==> src/hdl/siww_pkg.sv <==
// Shared constants, types and helpers for the safety init / window watchdog pair
// Assumes a single 100 MHz clock shared by both ends
package siww_pkg;
    // Clock and time base
    localparam int CLK_NS = 10;
    localparam int TICK_NS = 62500;
    localparam int TICK_CYCLES = (TICK_NS + CLK_NS - 1) / CLK_NS;
    localparam int TICKS_PER_MS = 16;
    localparam int INIT_LIMIT_MS = 256;
    localparam logic [15:0] INIT_LIMIT_TICKS = 16'(INIT_LIMIT_MS * TICKS_PER_MS);

    // Device register addresses on the link
    localparam logic [7:0] ADDR_INIT_DATA = 8'h00;
    localparam logic [7:0] ADDR_INIT_CMPL = 8'h01;
    localparam logic [7:0] ADDR_WIN_CFG = 8'h02;
    localparam logic [7:0] ADDR_WIN_INV = 8'h03;
    localparam logic [7:0] ADDR_SAFE_IOS = 8'h04;
    localparam logic [7:0] ADDR_WD_ANSWER = 8'h05;
    localparam logic [7:0] ADDR_STATUS = 8'h06;

    // Functional bit masks, reserved bits are zero
    localparam logic [15:0] INIT_MASK = 16'h7fff;
    localparam logic [15:0] WIN_MASK = 16'h007f;

    // Window configuration fields and reset values
    localparam int PER_LSB = 0;
    localparam int DUTY_LSB = 4;
    localparam logic [3:0] PER_RST = 4'h3;
    localparam logic [3:0] PER_OFF = 4'h0;
    localparam logic [2:0] DUTY_RST = 3'h2;
    localparam logic [15:0] WIN_CFG_RST = 16'h0023;
    localparam logic [15:0] WIN_INV_RST = 16'h005c;
    localparam logic [15:0] INIT_DATA_RST = 16'h0000;
    localparam logic [15:0] INIT_CMPL_RST = 16'h7fff;
    localparam int RET_INIT_BIT = 0;
    localparam logic [15:0] WD_ANSWER_OK = 16'h5ab2;

    // Status register bits
    localparam int ST_MISMATCH = 0;
    localparam int ST_INIT = 1;
    localparam int ST_TIMEOUT = 2;
    localparam int ST_OPEN = 3;
    localparam int ST_WD_OFF = 4;
    localparam int ST_LAST_BAD = 5;

    // Host register addresses and command fields
    localparam logic [7:0] HADDR_CMD = 8'h00;
    localparam logic [7:0] HADDR_WDATA = 8'h01;
    localparam logic [7:0] HADDR_STAT = 8'h02;
    localparam logic [7:0] HADDR_RDATA = 8'h03;
    localparam int CMD_PROT = 8;
    localparam int CMD_READ = 9;
    localparam int CMD_REINIT = 10;

    typedef enum logic [1:0] {DS_HOLD, DS_INIT, DS_RUN} siww_dstate_t;
    typedef enum logic [2:0] {HS_IDLE, HS_FIRST, HS_SECOND, HS_REINIT, HS_READ} siww_hstate_t;

    // Window period in ms per selector code
    function automatic logic [10:0] period_ms(input logic [3:0] sel);
        unique case (sel)
            4'h0, 4'h3: period_ms = 11'd3;
            4'h1: period_ms = 11'd1;
            4'h2: period_ms = 11'd2;
            4'h4: period_ms = 11'd4;
            4'h5: period_ms = 11'd6;
            4'h6: period_ms = 11'd8;
            4'h7: period_ms = 11'd12;
            4'h8: period_ms = 11'd16;
            4'h9: period_ms = 11'd24;
            4'ha: period_ms = 11'd32;
            4'hb: period_ms = 11'd64;
            4'hc: period_ms = 11'd128;
            4'hd: period_ms = 11'd256;
            4'he: period_ms = 11'd512;
            4'hf: period_ms = 11'd1024;
        endcase
    endfunction

    // Closed share in sixteenths per duty code
    function automatic logic [3:0] closed16(input logic [2:0] duty);
        case (duty)
            3'h0: closed16 = 4'd5;
            3'h1: closed16 = 4'd6;
            3'h3: closed16 = 4'd10;
            3'h4: closed16 = 4'd11;
            default: closed16 = 4'd8;
        endcase
    endfunction

    // Every functional bit must be the inverse of its partner
    function automatic logic pair_ok(input logic [15:0] a, input logic [15:0] b,
                                     input logic [15:0] mask);
        pair_ok = ((a ^ b) & mask) == mask;
    endfunction
endpackage

==> src/hdl/siww_if.sv <==
// Link between the microcontroller end and the fail-safe device end
// Assumes both ends run on the same clock
`timescale 1ns/10ps
interface siww_if;
    logic req;
    logic we;
    logic [7:0] addr;
    logic [15:0] wdata;
    logic [15:0] rdata;
    logic rvalid;
    logic rst_out_n;

    modport dev(input req, input we, input addr, input wdata,
                output rdata, output rvalid, output rst_out_n);
    modport host(output req, output we, output addr, output wdata,
                 input rdata, input rvalid, input rst_out_n);
endinterface

==> src/hdl/siww_dev.sv <==
// Fail-safe device end: init phase, protected configuration, window watchdog
// Assumes the link master never reads and writes in the same cycle
// Behaviour
// - Init phase entered after reset pin release
// - Host writes value then its inverse
// - Data and complement compared every cycle
// - Reserved bits excluded from comparison
// - Mismatch flag cleared on pass, set on fail
// - Mismatch monitoring active only after init closes
// - Init must close within 256 ms
// - Return request re-enters init from later states
// - Host sends return request after good refresh (code sends it after any answer write flagged REINIT, good or bad)
// - Window is closed part then open part
// - Good refresh: right answer in open part
// - Bad: wrong, missing, or early right answer (code ignores a wrong answer in the closed part)
// - Any refresh restarts window from closed part
// - First good refresh closes init phase
// - Four-bit selector picks 1 to 1024 ms
// - New period applies after next refresh
// - Disable accepted in init, effective at closure
// - Window config written as value plus inverse
// - Selector decode, default 3 ms, zero disables
// - Duty selector sets closed share, after refresh
//
// Local design decisions: the strobed register port and the placing of the registers.
`timescale 1ns/10ps
module siww_dev #(
    parameter int TICK_CYCLES = siww_pkg::TICK_CYCLES
) (
    input wire logic clk,
    input wire logic reset,
    input wire logic wake_req,
    siww_if.dev lnk,
    output logic init_phase,
    output logic wd_good,
    output logic wd_bad,
    output logic wd_open,
    output logic init_fault,
    output logic mismatch_fault
);
    siww_pkg::siww_dstate_t state_ff;
    logic rst_out_ff;
    logic [15:0] init_data_ff;
    logic [15:0] init_cmpl_ff;
    logic [15:0] win_cfg_ff;
    logic [15:0] win_inv_ff;
    logic [3:0] act_per_ff;
    logic [2:0] act_duty_ff;
    logic [14:0] win_cnt_ff;
    logic [15:0] init_cnt_ff;
    logic wd_off_ff;
    logic mismatch_ff;
    logic timeout_ff;
    logic last_bad_ff;
    logic [15:0] rdata_ff;
    logic rvalid_ff;
    logic init_phase_ff;
    logic wd_good_ff;
    logic wd_bad_ff;
    logic wd_open_ff;
    logic mismatch_fault_ff;
    logic tick;

    logic wr;
    logic rd;
    logic in_init;
    logic supervise;
    logic [3:0] eff_per;
    logic [14:0] per_ticks;
    logic [14:0] closed_ticks;
    logic open_now;
    logic ans;
    logic ans_ok;
    logic expire;
    logic good;
    logic bad;
    logic refresh;
    logic ret_req;
    logic [3:0] nxt_per_field;

    siww_tick #(.CYCLES(TICK_CYCLES)) u_tick (
        .clk(clk),
        .reset(reset),
        .tick(tick)
    );

    assign wr = lnk.req & lnk.we;
    assign rd = lnk.req & ~lnk.we;
    assign in_init = (state_ff == siww_pkg::DS_INIT);
    assign supervise = in_init | ((state_ff == siww_pkg::DS_RUN) & ~wd_off_ff);

    // Disabled code still times the window while in init
    assign eff_per = (act_per_ff == siww_pkg::PER_OFF) ? siww_pkg::PER_RST : act_per_ff;
    assign per_ticks = 15'(siww_pkg::period_ms(eff_per)) * 15'(siww_pkg::TICKS_PER_MS);
    assign closed_ticks = 15'(siww_pkg::period_ms(eff_per))
                          * 15'(siww_pkg::closed16(act_duty_ff));
    assign open_now = (win_cnt_ff >= closed_ticks);

    assign ans = supervise & wr & (lnk.addr == siww_pkg::ADDR_WD_ANSWER);
    assign ans_ok = (lnk.wdata == siww_pkg::WD_ANSWER_OK);
    assign expire = supervise & tick & (win_cnt_ff >= per_ticks - 15'd1);
    assign good = ans & ans_ok & open_now;
    assign bad = (ans & ((open_now & ~ans_ok) | (~open_now & ans_ok))) | (expire & ~good);
    assign refresh = good | bad;
    assign ret_req = wr & (lnk.addr == siww_pkg::ADDR_SAFE_IOS)
                     & lnk.wdata[siww_pkg::RET_INIT_BIT];

    // Outside init a disable code keeps the previous period
    assign nxt_per_field = (~in_init && lnk.wdata[siww_pkg::PER_LSB +: 4] == siww_pkg::PER_OFF)
                           ? win_cfg_ff[siww_pkg::PER_LSB +: 4]
                           : lnk.wdata[siww_pkg::PER_LSB +: 4];

    // Safety state machine and reset pin
    always_ff @(posedge clk or posedge reset) begin
        if (reset) begin
            state_ff <= siww_pkg::DS_HOLD;
            rst_out_ff <= 1'b0;
            wd_off_ff <= 1'b0;
        end else if (wake_req) begin
            state_ff <= siww_pkg::DS_HOLD;
            rst_out_ff <= 1'b0;
            wd_off_ff <= 1'b0;
        end else begin
            unique case (state_ff)
                siww_pkg::DS_HOLD: begin
                    rst_out_ff <= 1'b1;
                    if (rst_out_ff) begin
                        state_ff <= siww_pkg::DS_INIT;
                    end
                end
                siww_pkg::DS_INIT: begin
                    if (good) begin
                        state_ff <= siww_pkg::DS_RUN;
                        wd_off_ff <= (win_cfg_ff[siww_pkg::PER_LSB +: 4]
                                      == siww_pkg::PER_OFF);
                    end
                end
                siww_pkg::DS_RUN: begin
                    if (ret_req) begin
                        state_ff <= siww_pkg::DS_INIT;
                        wd_off_ff <= 1'b0;
                    end
                end
            endcase
        end
    end

    // Window counter and settings that apply per window
    always_ff @(posedge clk or posedge reset) begin
        if (reset) begin
            win_cnt_ff <= '0;
            act_per_ff <= siww_pkg::PER_RST;
            act_duty_ff <= siww_pkg::DUTY_RST;
        end else if (refresh || !supervise || (state_ff == siww_pkg::DS_RUN && ret_req)) begin
            win_cnt_ff <= '0;
            act_per_ff <= win_cfg_ff[siww_pkg::PER_LSB +: 4];
            act_duty_ff <= win_cfg_ff[siww_pkg::DUTY_LSB +: 3];
        end else if (tick) begin
            win_cnt_ff <= win_cnt_ff + 15'd1;
        end
    end

    // Init phase time limit
    always_ff @(posedge clk or posedge reset) begin
        if (reset) begin
            init_cnt_ff <= '0;
            timeout_ff <= 1'b0;
        end else if (!in_init) begin
            init_cnt_ff <= '0;
        end else if (tick && !good) begin
            if (init_cnt_ff == siww_pkg::INIT_LIMIT_TICKS - 16'd1) begin
                timeout_ff <= 1'b1;
            end else begin
                init_cnt_ff <= init_cnt_ff + 16'd1;
            end
        end
    end

    // Protected configuration registers
    always_ff @(posedge clk or posedge reset) begin
        if (reset) begin
            init_data_ff <= siww_pkg::INIT_DATA_RST;
            init_cmpl_ff <= siww_pkg::INIT_CMPL_RST;
            win_cfg_ff <= siww_pkg::WIN_CFG_RST;
            win_inv_ff <= siww_pkg::WIN_INV_RST;
        end else if (wr) begin
            if (in_init && lnk.addr == siww_pkg::ADDR_INIT_DATA) begin
                init_data_ff <= lnk.wdata;
            end
            if (in_init && lnk.addr == siww_pkg::ADDR_INIT_CMPL) begin
                init_cmpl_ff <= lnk.wdata;
            end
            if (lnk.addr == siww_pkg::ADDR_WIN_CFG) begin
                win_cfg_ff <= {lnk.wdata[15:4], nxt_per_field};
            end
            if (lnk.addr == siww_pkg::ADDR_WIN_INV) begin
                win_inv_ff <= lnk.wdata;
            end
        end
    end

    // Continuous pair comparison and fault flags
    always_ff @(posedge clk or posedge reset) begin
        if (reset) begin
            mismatch_ff <= 1'b0;
            mismatch_fault_ff <= 1'b0;
            last_bad_ff <= 1'b0;
        end else begin
            mismatch_ff <= ~(siww_pkg::pair_ok(init_data_ff, init_cmpl_ff, siww_pkg::INIT_MASK)
                             & siww_pkg::pair_ok(win_cfg_ff, win_inv_ff,
                                                 siww_pkg::WIN_MASK));
            mismatch_fault_ff <= mismatch_ff & (state_ff == siww_pkg::DS_RUN);
            if (bad) begin
                last_bad_ff <= 1'b1;
            end else if (good) begin
                last_bad_ff <= 1'b0;
            end
        end
    end

    // Link read answers, one cycle after the request
    always_ff @(posedge clk or posedge reset) begin
        if (reset) begin
            rdata_ff <= '0;
            rvalid_ff <= 1'b0;
        end else begin
            rvalid_ff <= rd;
            if (rd) begin
                unique case (lnk.addr)
                    siww_pkg::ADDR_INIT_DATA: rdata_ff <= init_data_ff;
                    siww_pkg::ADDR_INIT_CMPL: rdata_ff <= init_cmpl_ff;
                    siww_pkg::ADDR_WIN_CFG: rdata_ff <= win_cfg_ff;
                    siww_pkg::ADDR_WIN_INV: rdata_ff <= win_inv_ff;
                    siww_pkg::ADDR_STATUS: begin
                        rdata_ff <= '0;
                        rdata_ff[siww_pkg::ST_MISMATCH] <= mismatch_ff;
                        rdata_ff[siww_pkg::ST_INIT] <= in_init;
                        rdata_ff[siww_pkg::ST_TIMEOUT] <= timeout_ff;
                        rdata_ff[siww_pkg::ST_OPEN] <= open_now;
                        rdata_ff[siww_pkg::ST_WD_OFF] <= wd_off_ff;
                        rdata_ff[siww_pkg::ST_LAST_BAD] <= last_bad_ff;
                    end
                    default: rdata_ff <= '0;
                endcase
            end
        end
    end

    // Registered user outputs
    always_ff @(posedge clk or posedge reset) begin
        if (reset) begin
            init_phase_ff <= 1'b0;
            wd_good_ff <= 1'b0;
            wd_bad_ff <= 1'b0;
            wd_open_ff <= 1'b0;
        end else begin
            init_phase_ff <= in_init;
            wd_good_ff <= good;
            wd_bad_ff <= bad;
            wd_open_ff <= supervise & open_now;
        end
    end

    assign lnk.rdata = rdata_ff;
    assign lnk.rvalid = rvalid_ff;
    assign lnk.rst_out_n = rst_out_ff;
    assign init_phase = init_phase_ff;
    assign wd_good = wd_good_ff;
    assign wd_bad = wd_bad_ff;
    assign wd_open = wd_open_ff;
    assign init_fault = timeout_ff;
    assign mismatch_fault = mismatch_fault_ff;
endmodule

==> src/hdl/siww_tick.sv <==
// Free running prescaler giving one pulse per watchdog time step
// Assumes the system clock and asynchronous active high reset
`timescale 1ns/10ps
module siww_tick #(
    parameter int CYCLES = siww_pkg::TICK_CYCLES
) (
    input wire logic clk,
    input wire logic reset,
    output logic tick
);
    localparam int W = $clog2(CYCLES);
    localparam logic [W-1:0] LAST = W'(CYCLES - 1);

    logic [W-1:0] cnt_ff;
    logic tick_ff;

    always_ff @(posedge clk or posedge reset) begin
        if (reset) begin
            cnt_ff <= '0;
            tick_ff <= 1'b0;
        end else begin
            tick_ff <= (cnt_ff == LAST);
            cnt_ff <= (cnt_ff == LAST) ? '0 : cnt_ff + 1'b1;
        end
    end

    assign tick = tick_ff;
endmodule

==> src/flat_wrapper.sv <==
// flat-port wrapper written by rule: the top's interface ports become plain ports
module siww_dev_flat 
#(
    parameter int TICK_CYCLES = siww_pkg::TICK_CYCLES
)
  (clk, reset, wake_req, init_phase, wd_good, wd_bad, wd_open, init_fault, mismatch_fault, lnk_req, lnk_we, lnk_addr, lnk_wdata, lnk_rdata, lnk_rvalid, lnk_rst_out_n);
  siww_if lnk_i ();
  input wire logic clk;
  input wire logic reset;
  input wire logic wake_req;
  output logic init_phase;
  output logic wd_good;
  output logic wd_bad;
  output logic wd_open;
  output logic init_fault;
  output logic mismatch_fault;
  input wire logic [$bits(lnk_i.req)-1:0] lnk_req;
  input wire logic [$bits(lnk_i.we)-1:0] lnk_we;
  input wire logic [$bits(lnk_i.addr)-1:0] lnk_addr;
  input wire logic [$bits(lnk_i.wdata)-1:0] lnk_wdata;
  output wire logic [$bits(lnk_i.rdata)-1:0] lnk_rdata;
  output wire logic [$bits(lnk_i.rvalid)-1:0] lnk_rvalid;
  output wire logic [$bits(lnk_i.rst_out_n)-1:0] lnk_rst_out_n;
  assign lnk_i.req = lnk_req;
  assign lnk_i.we = lnk_we;
  assign lnk_i.addr = lnk_addr;
  assign lnk_i.wdata = lnk_wdata;
  assign lnk_rdata = lnk_i.rdata;
  assign lnk_rvalid = lnk_i.rvalid;
  assign lnk_rst_out_n = lnk_i.rst_out_n;
  siww_dev #(.TICK_CYCLES(TICK_CYCLES)) u_core (.clk(clk), .reset(reset), .wake_req(wake_req), .lnk(lnk_i), .init_phase(init_phase), .wd_good(wd_good), .wd_bad(wd_bad), .wd_open(wd_open), .init_fault(init_fault), .mismatch_fault(mismatch_fault));
endmodule
==> config.mk <==
export PLATFORM = sky130hd
export DESIGN_NAME = siww_dev_flat
export DESIGN_NICKNAME = d
export VERILOG_FILES = /design/src/hdl/siww_pkg.sv /design/src/hdl/siww_if.sv /design/src/hdl/siww_dev.sv /design/src/hdl/siww_tick.sv /design/src/flat_wrapper.sv
export SDC_FILE = /design/constraint.sdc
export NUM_CORES = 1
export LEC_CHECK = 0
export ABC_AREA = 0
export BUFFER_PORTS_ARGS = -buffer_cell sky130_fd_sc_hd__buf_2
export CORE_MARGIN = 1.5
export CORE_UTILIZATION = 41
export DETAILED_ROUTE_END_ITERATION = 10
export SLEW_MARGIN = 20
export SYNTH_ARGS = -nofsm -noshare
export SYNTH_HDL_FRONTEND = slang
export SYNTH_SLANG_ARGS = --single-unit
==> constraint.sdc <==
create_clock -name clk -period 7.5 [get_ports clk]
set_input_delay 2.25 -clock clk [delete_from_list [all_inputs] [get_ports clk]]
set_output_delay 2.25 -clock clk [all_outputs]
set_load 0.1 [all_outputs]
==> summary.txt <==
Timing
  – Setup TNS: 0 ns
  – Fin. Hold Viols: 0
  – Final worst path period share: 85.1%
  – Final worst slack: 1.12 ns
  – Setup Viol. Count Final: 0
  – Peak Freq: 0.157 GHz
  – Post-route minimum period: 6.38 ns
  – Slew HR: 33.4%
  – RSZ-0062 raised after global routing: no
  – Final Skew: 0.0131 ns
  – Worst-Margin Slew: 0.992 ns
  – Max Slew Vio Count: 0

Power and ir drop
  – Maximum VDD drop: 0.132 mV
  – Leak: 4.77 nW
  – Sw Pwr: 0.000444 W
  – Internal power: 0.00139 W
  – Total power: 0.00183 W
  – Sw Ratio: 24.2%
  – Flop pwr share: 43.8%
  – Clock network fraction of total power: 48.8%
  – Pwr per Cell Area: 185 mW/mm^2
  – Comb pwr share: 7.4%

Floorplanning
  – Initial Util: 41.8%
  – Die Ht: 149 um
  – Core area: 0.0210 mm^2
  – Die area: 0.0223 mm^2
  – Die Wd: 149 um
  – Site row count: 53
  – Ports: 53

Setup path
  – Crit path DAT: 6.67 ns
  – Most frequent CP cell: nor2_1
  – CP Class: register to register
  – Critical path's top delay family: adder cells
  – CP Data Required Time: 7.79 ns
  – Crit path max fanout: 22
  – Worst path max stage delay: 0.71 ns
  – Crit path capture type: register
  – Cells along the critical path: nor2_1, mux2i_1, nor2_1, fa_1, fa_1, fa_1, a211oi_1, nor2_1, nor4_1, nor3_1, a211oi_1, a21oi_1, xnor2_1, ha_1, nand2_1, nor2_1, a21boi_0, o31ai_1, nand3_2, mux2_2
  – Cell at the slowest stage of the critical path: mux2i_1
  – CP Launch Type: register
  – CP bufs+invs: 0

Outcome
  – Outcome: completed

Clocking
  – CTS tree: done
  – H-tree depth: 4
  – Cts repair resizes: 0
  – CTS buffer count: 17
  – CTS sink count: 145
  – Worst skew pair latency: 0.42 ns
  – Post-CTS Setup Inserts: 0
  – Reg clk slew, reported paths: 0.06 ns
  – Root buffer cell: clkbuf_16
  – Cts-stage hold buffer count: 0
  – Longest Clk Path Bufs: 2

Final layout
  – Layout cells sized above 1: 25.6%
  – Core Util, Final: 47.1%
  – Fillers: 1922
  – Area growth from synthesis to layout: 12.6%
  – Final #Nets: 955
  – Ant diodes: 0
  – Design area: 0.00989 mm^2

Yosys
  – Ranking of synthesized cells by area: dfrtp_1, mux2_2, dfstp_2
  – Syn Area/Cell: 10.8 um^2
  – #FFs+latches synth: 145
  – Cells after synthesis: 814
  – Ys async rst share: 100%
  – Synth warn: 0
  – Most used DFF post-synth: dfrtp_1
  – Largest family of logic cells by synthesized area: simple AND/OR/NAND/NOR gates
  – Top-count cell post-synth: dfrtp_1
  – Post-Syn Area: 0.00879 mm^2
  – Synth top area share: 34.2%
  – Post-Synth Adder-Cell Area: 11.2%
  – Post-synthesis compound-gate area fraction: 8.24%
  – Multiplexer share of the synthesized area: 13.1%
  – Area leader, netlist: dfrtp_1
  – Fraction of the mapped netlist area in simple logic gates: 16.4%
  – Sequential element share of the synthesized area: 41.6%
  – Number of synthesized flops with an enable pin: 0
  – Library cells used by synthesis: 70
  – Most frequent cells after synthesis: dfrtp_1, nor2_1, mux2_2
  – Synth Area in XOR/XNOR: 6.08%
  – Synth Net Count: 911

Global routing
  – Largest net degree at the start of global routing: 101
  – Initial antenna violation count: 0
  – First-pass GRT wire length: 33.2 mm
  – Vias in the first global route: 6507
  – Congestion Overflow GR: 0
  – GRT Total Usage: 19.0%

Placement
  – Dpl hpwl: 14.0 mm
  – Placer congestion estimate: 0.796
  – Pre-CTS setup slack: 1.14 ns
  – Port Buffers: 52
  – Placed inst area: 0.00927 mm^2

Drt
  – Routed via count: 6181
  – WL final: 19.2 mm
  – Detail Route Antenna Nets: 0
  – Drt first pass iters: 5
  – WL/cell: 16.8 um
  – Residual DRC: 0
  – Vias per std cell: 5.39
  – First DRT Iteration DRCs: 346

Min path
  – HP Class: register to register

Flow run
  – Max cap viols: 0
## per-layer routing
metal | vias up | global-route usage, % | wire length (um)
li1 | 2984 | - | -
met1 | 3091 | 24.9 | 8870
met2 | 94 | 32.0 | 9500
met3 | 12 | 3.46 | 630
met4 | 0 | 5.15 | 222
met5 | - | 0 | 0
## placed cells by master, fill, tap and decap left out, types with 18 or more instances in the layout
master	n
ha_1	50
nand2_1	56
a21oi_1	29
buf_2	52
nand4_1	19
inv_1	32
o21ai_0	22
dfstp_2	25
xnor2_1	22
mux2_2	67
dfrtp_1	120
nor2_1	89
fa_1	18
xor2_1	39
## area by class of cell
cell class	count	area (um^2)	area share (%)
inverter	34	133	1.34
clock buffer	19	453	4.58
multi-input combinational	605	4850	49.0
timing repair buffer	55	283	2.86
clock inverter	13	174	1.76
sequential	145	3660	37.0
tap	275	344	3.48
## metrics by stage
| stage | hold slack, ns | std cells |
|---|---|---|
| 6_report | 0.479 | 1146 |
| 4_1_cts | 0.487 | 1146 |
| 3_5_place_dp | 0.472 | 1114 |
| 5_1_grt | 0.514 | 1146 |
| 2_1_floorplan | 0.452 | 814 |
| 3_3_place_gp | 0.460 | 1114 |
## logic make-up (layout without fill, tap and decap cells)
| group | after synthesis | after routing |
|---|---|---|
| AND/OR/NAND/NOR | 279 | 279 |
| flip-flops | 145 | 145 |
| AO/OA/AOI/OAI | 109 | 109 |
| multiplexers | 87 | 87 |
| adder cells (fa/ha/maj) | 68 | 68 |
| other | 1 | 1 |
| XOR/XNOR | 61 | 61 |
| buffers and inverters | 64 | 121 |
## state kept, by name, indices dropped and copies added (netlist names), 2 cells and up
name / count
u_core.win_cfg_ff: 16
u_core.init_cnt_ff: 16
u_core.win_cnt_ff: 15
u_core.state_ff: 2
u_core.act_per_ff: 4
u_core.u_tick.cnt_ff: 13
u_core.init_cmpl_ff: 16
u_core.lnk.rdata: 16
u_core.act_duty_ff: 3
u_core.win_inv_ff: 16
u_core.init_data_ff: 16
## tightest hold or removal path, stage by stage, from the launching register on
cell and delay (ns):
dfrtp_1 0.34, nand2_1 0.05, o21ai_0 0.06
## power by group through the flow
| stage | clock (W) | sequential, W | combinational [W] |
|---|---|---|---|
| 6_report | 0.000894 | 0.000802 | 0.000136 |
| 2_1_floorplan | 0 | 0.000822 | 0.0000894 |
| 5_1_grt | 0.000945 | 0.000804 | 0.000156 |
| 4_1_cts | 0.000911 | 0.000802 | 0.000140 |
| 3_5_place_dp | 0 | 0.000816 | 0.000139 |
| 3_3_place_gp | 0 | 0.000816 | 0.000137 |
## path summary, 6_finish.rpt
kind,startpoint,to,slack (ns),cells past startpoint
max,u_core.act_duty_ff[1],u_core.act_per_ff[2],1.12,20
min,u_core.lnk.rdata[3],u_core.lnk.rdata[3],0.48,2
max reg2reg,u_core.act_duty_ff[1],u_core.act_per_ff[2],1.12,20
min reg2reg,u_core.lnk.rdata[3],u_core.lnk.rdata[3],0.48,2
max in group asynchronous,reset,u_core.win_inv_ff[3],4.30,3
min in group asynchronous,reset,u_core.u_tick.cnt_ff[7],2.02,2
(Power assumes the default switching activity.)
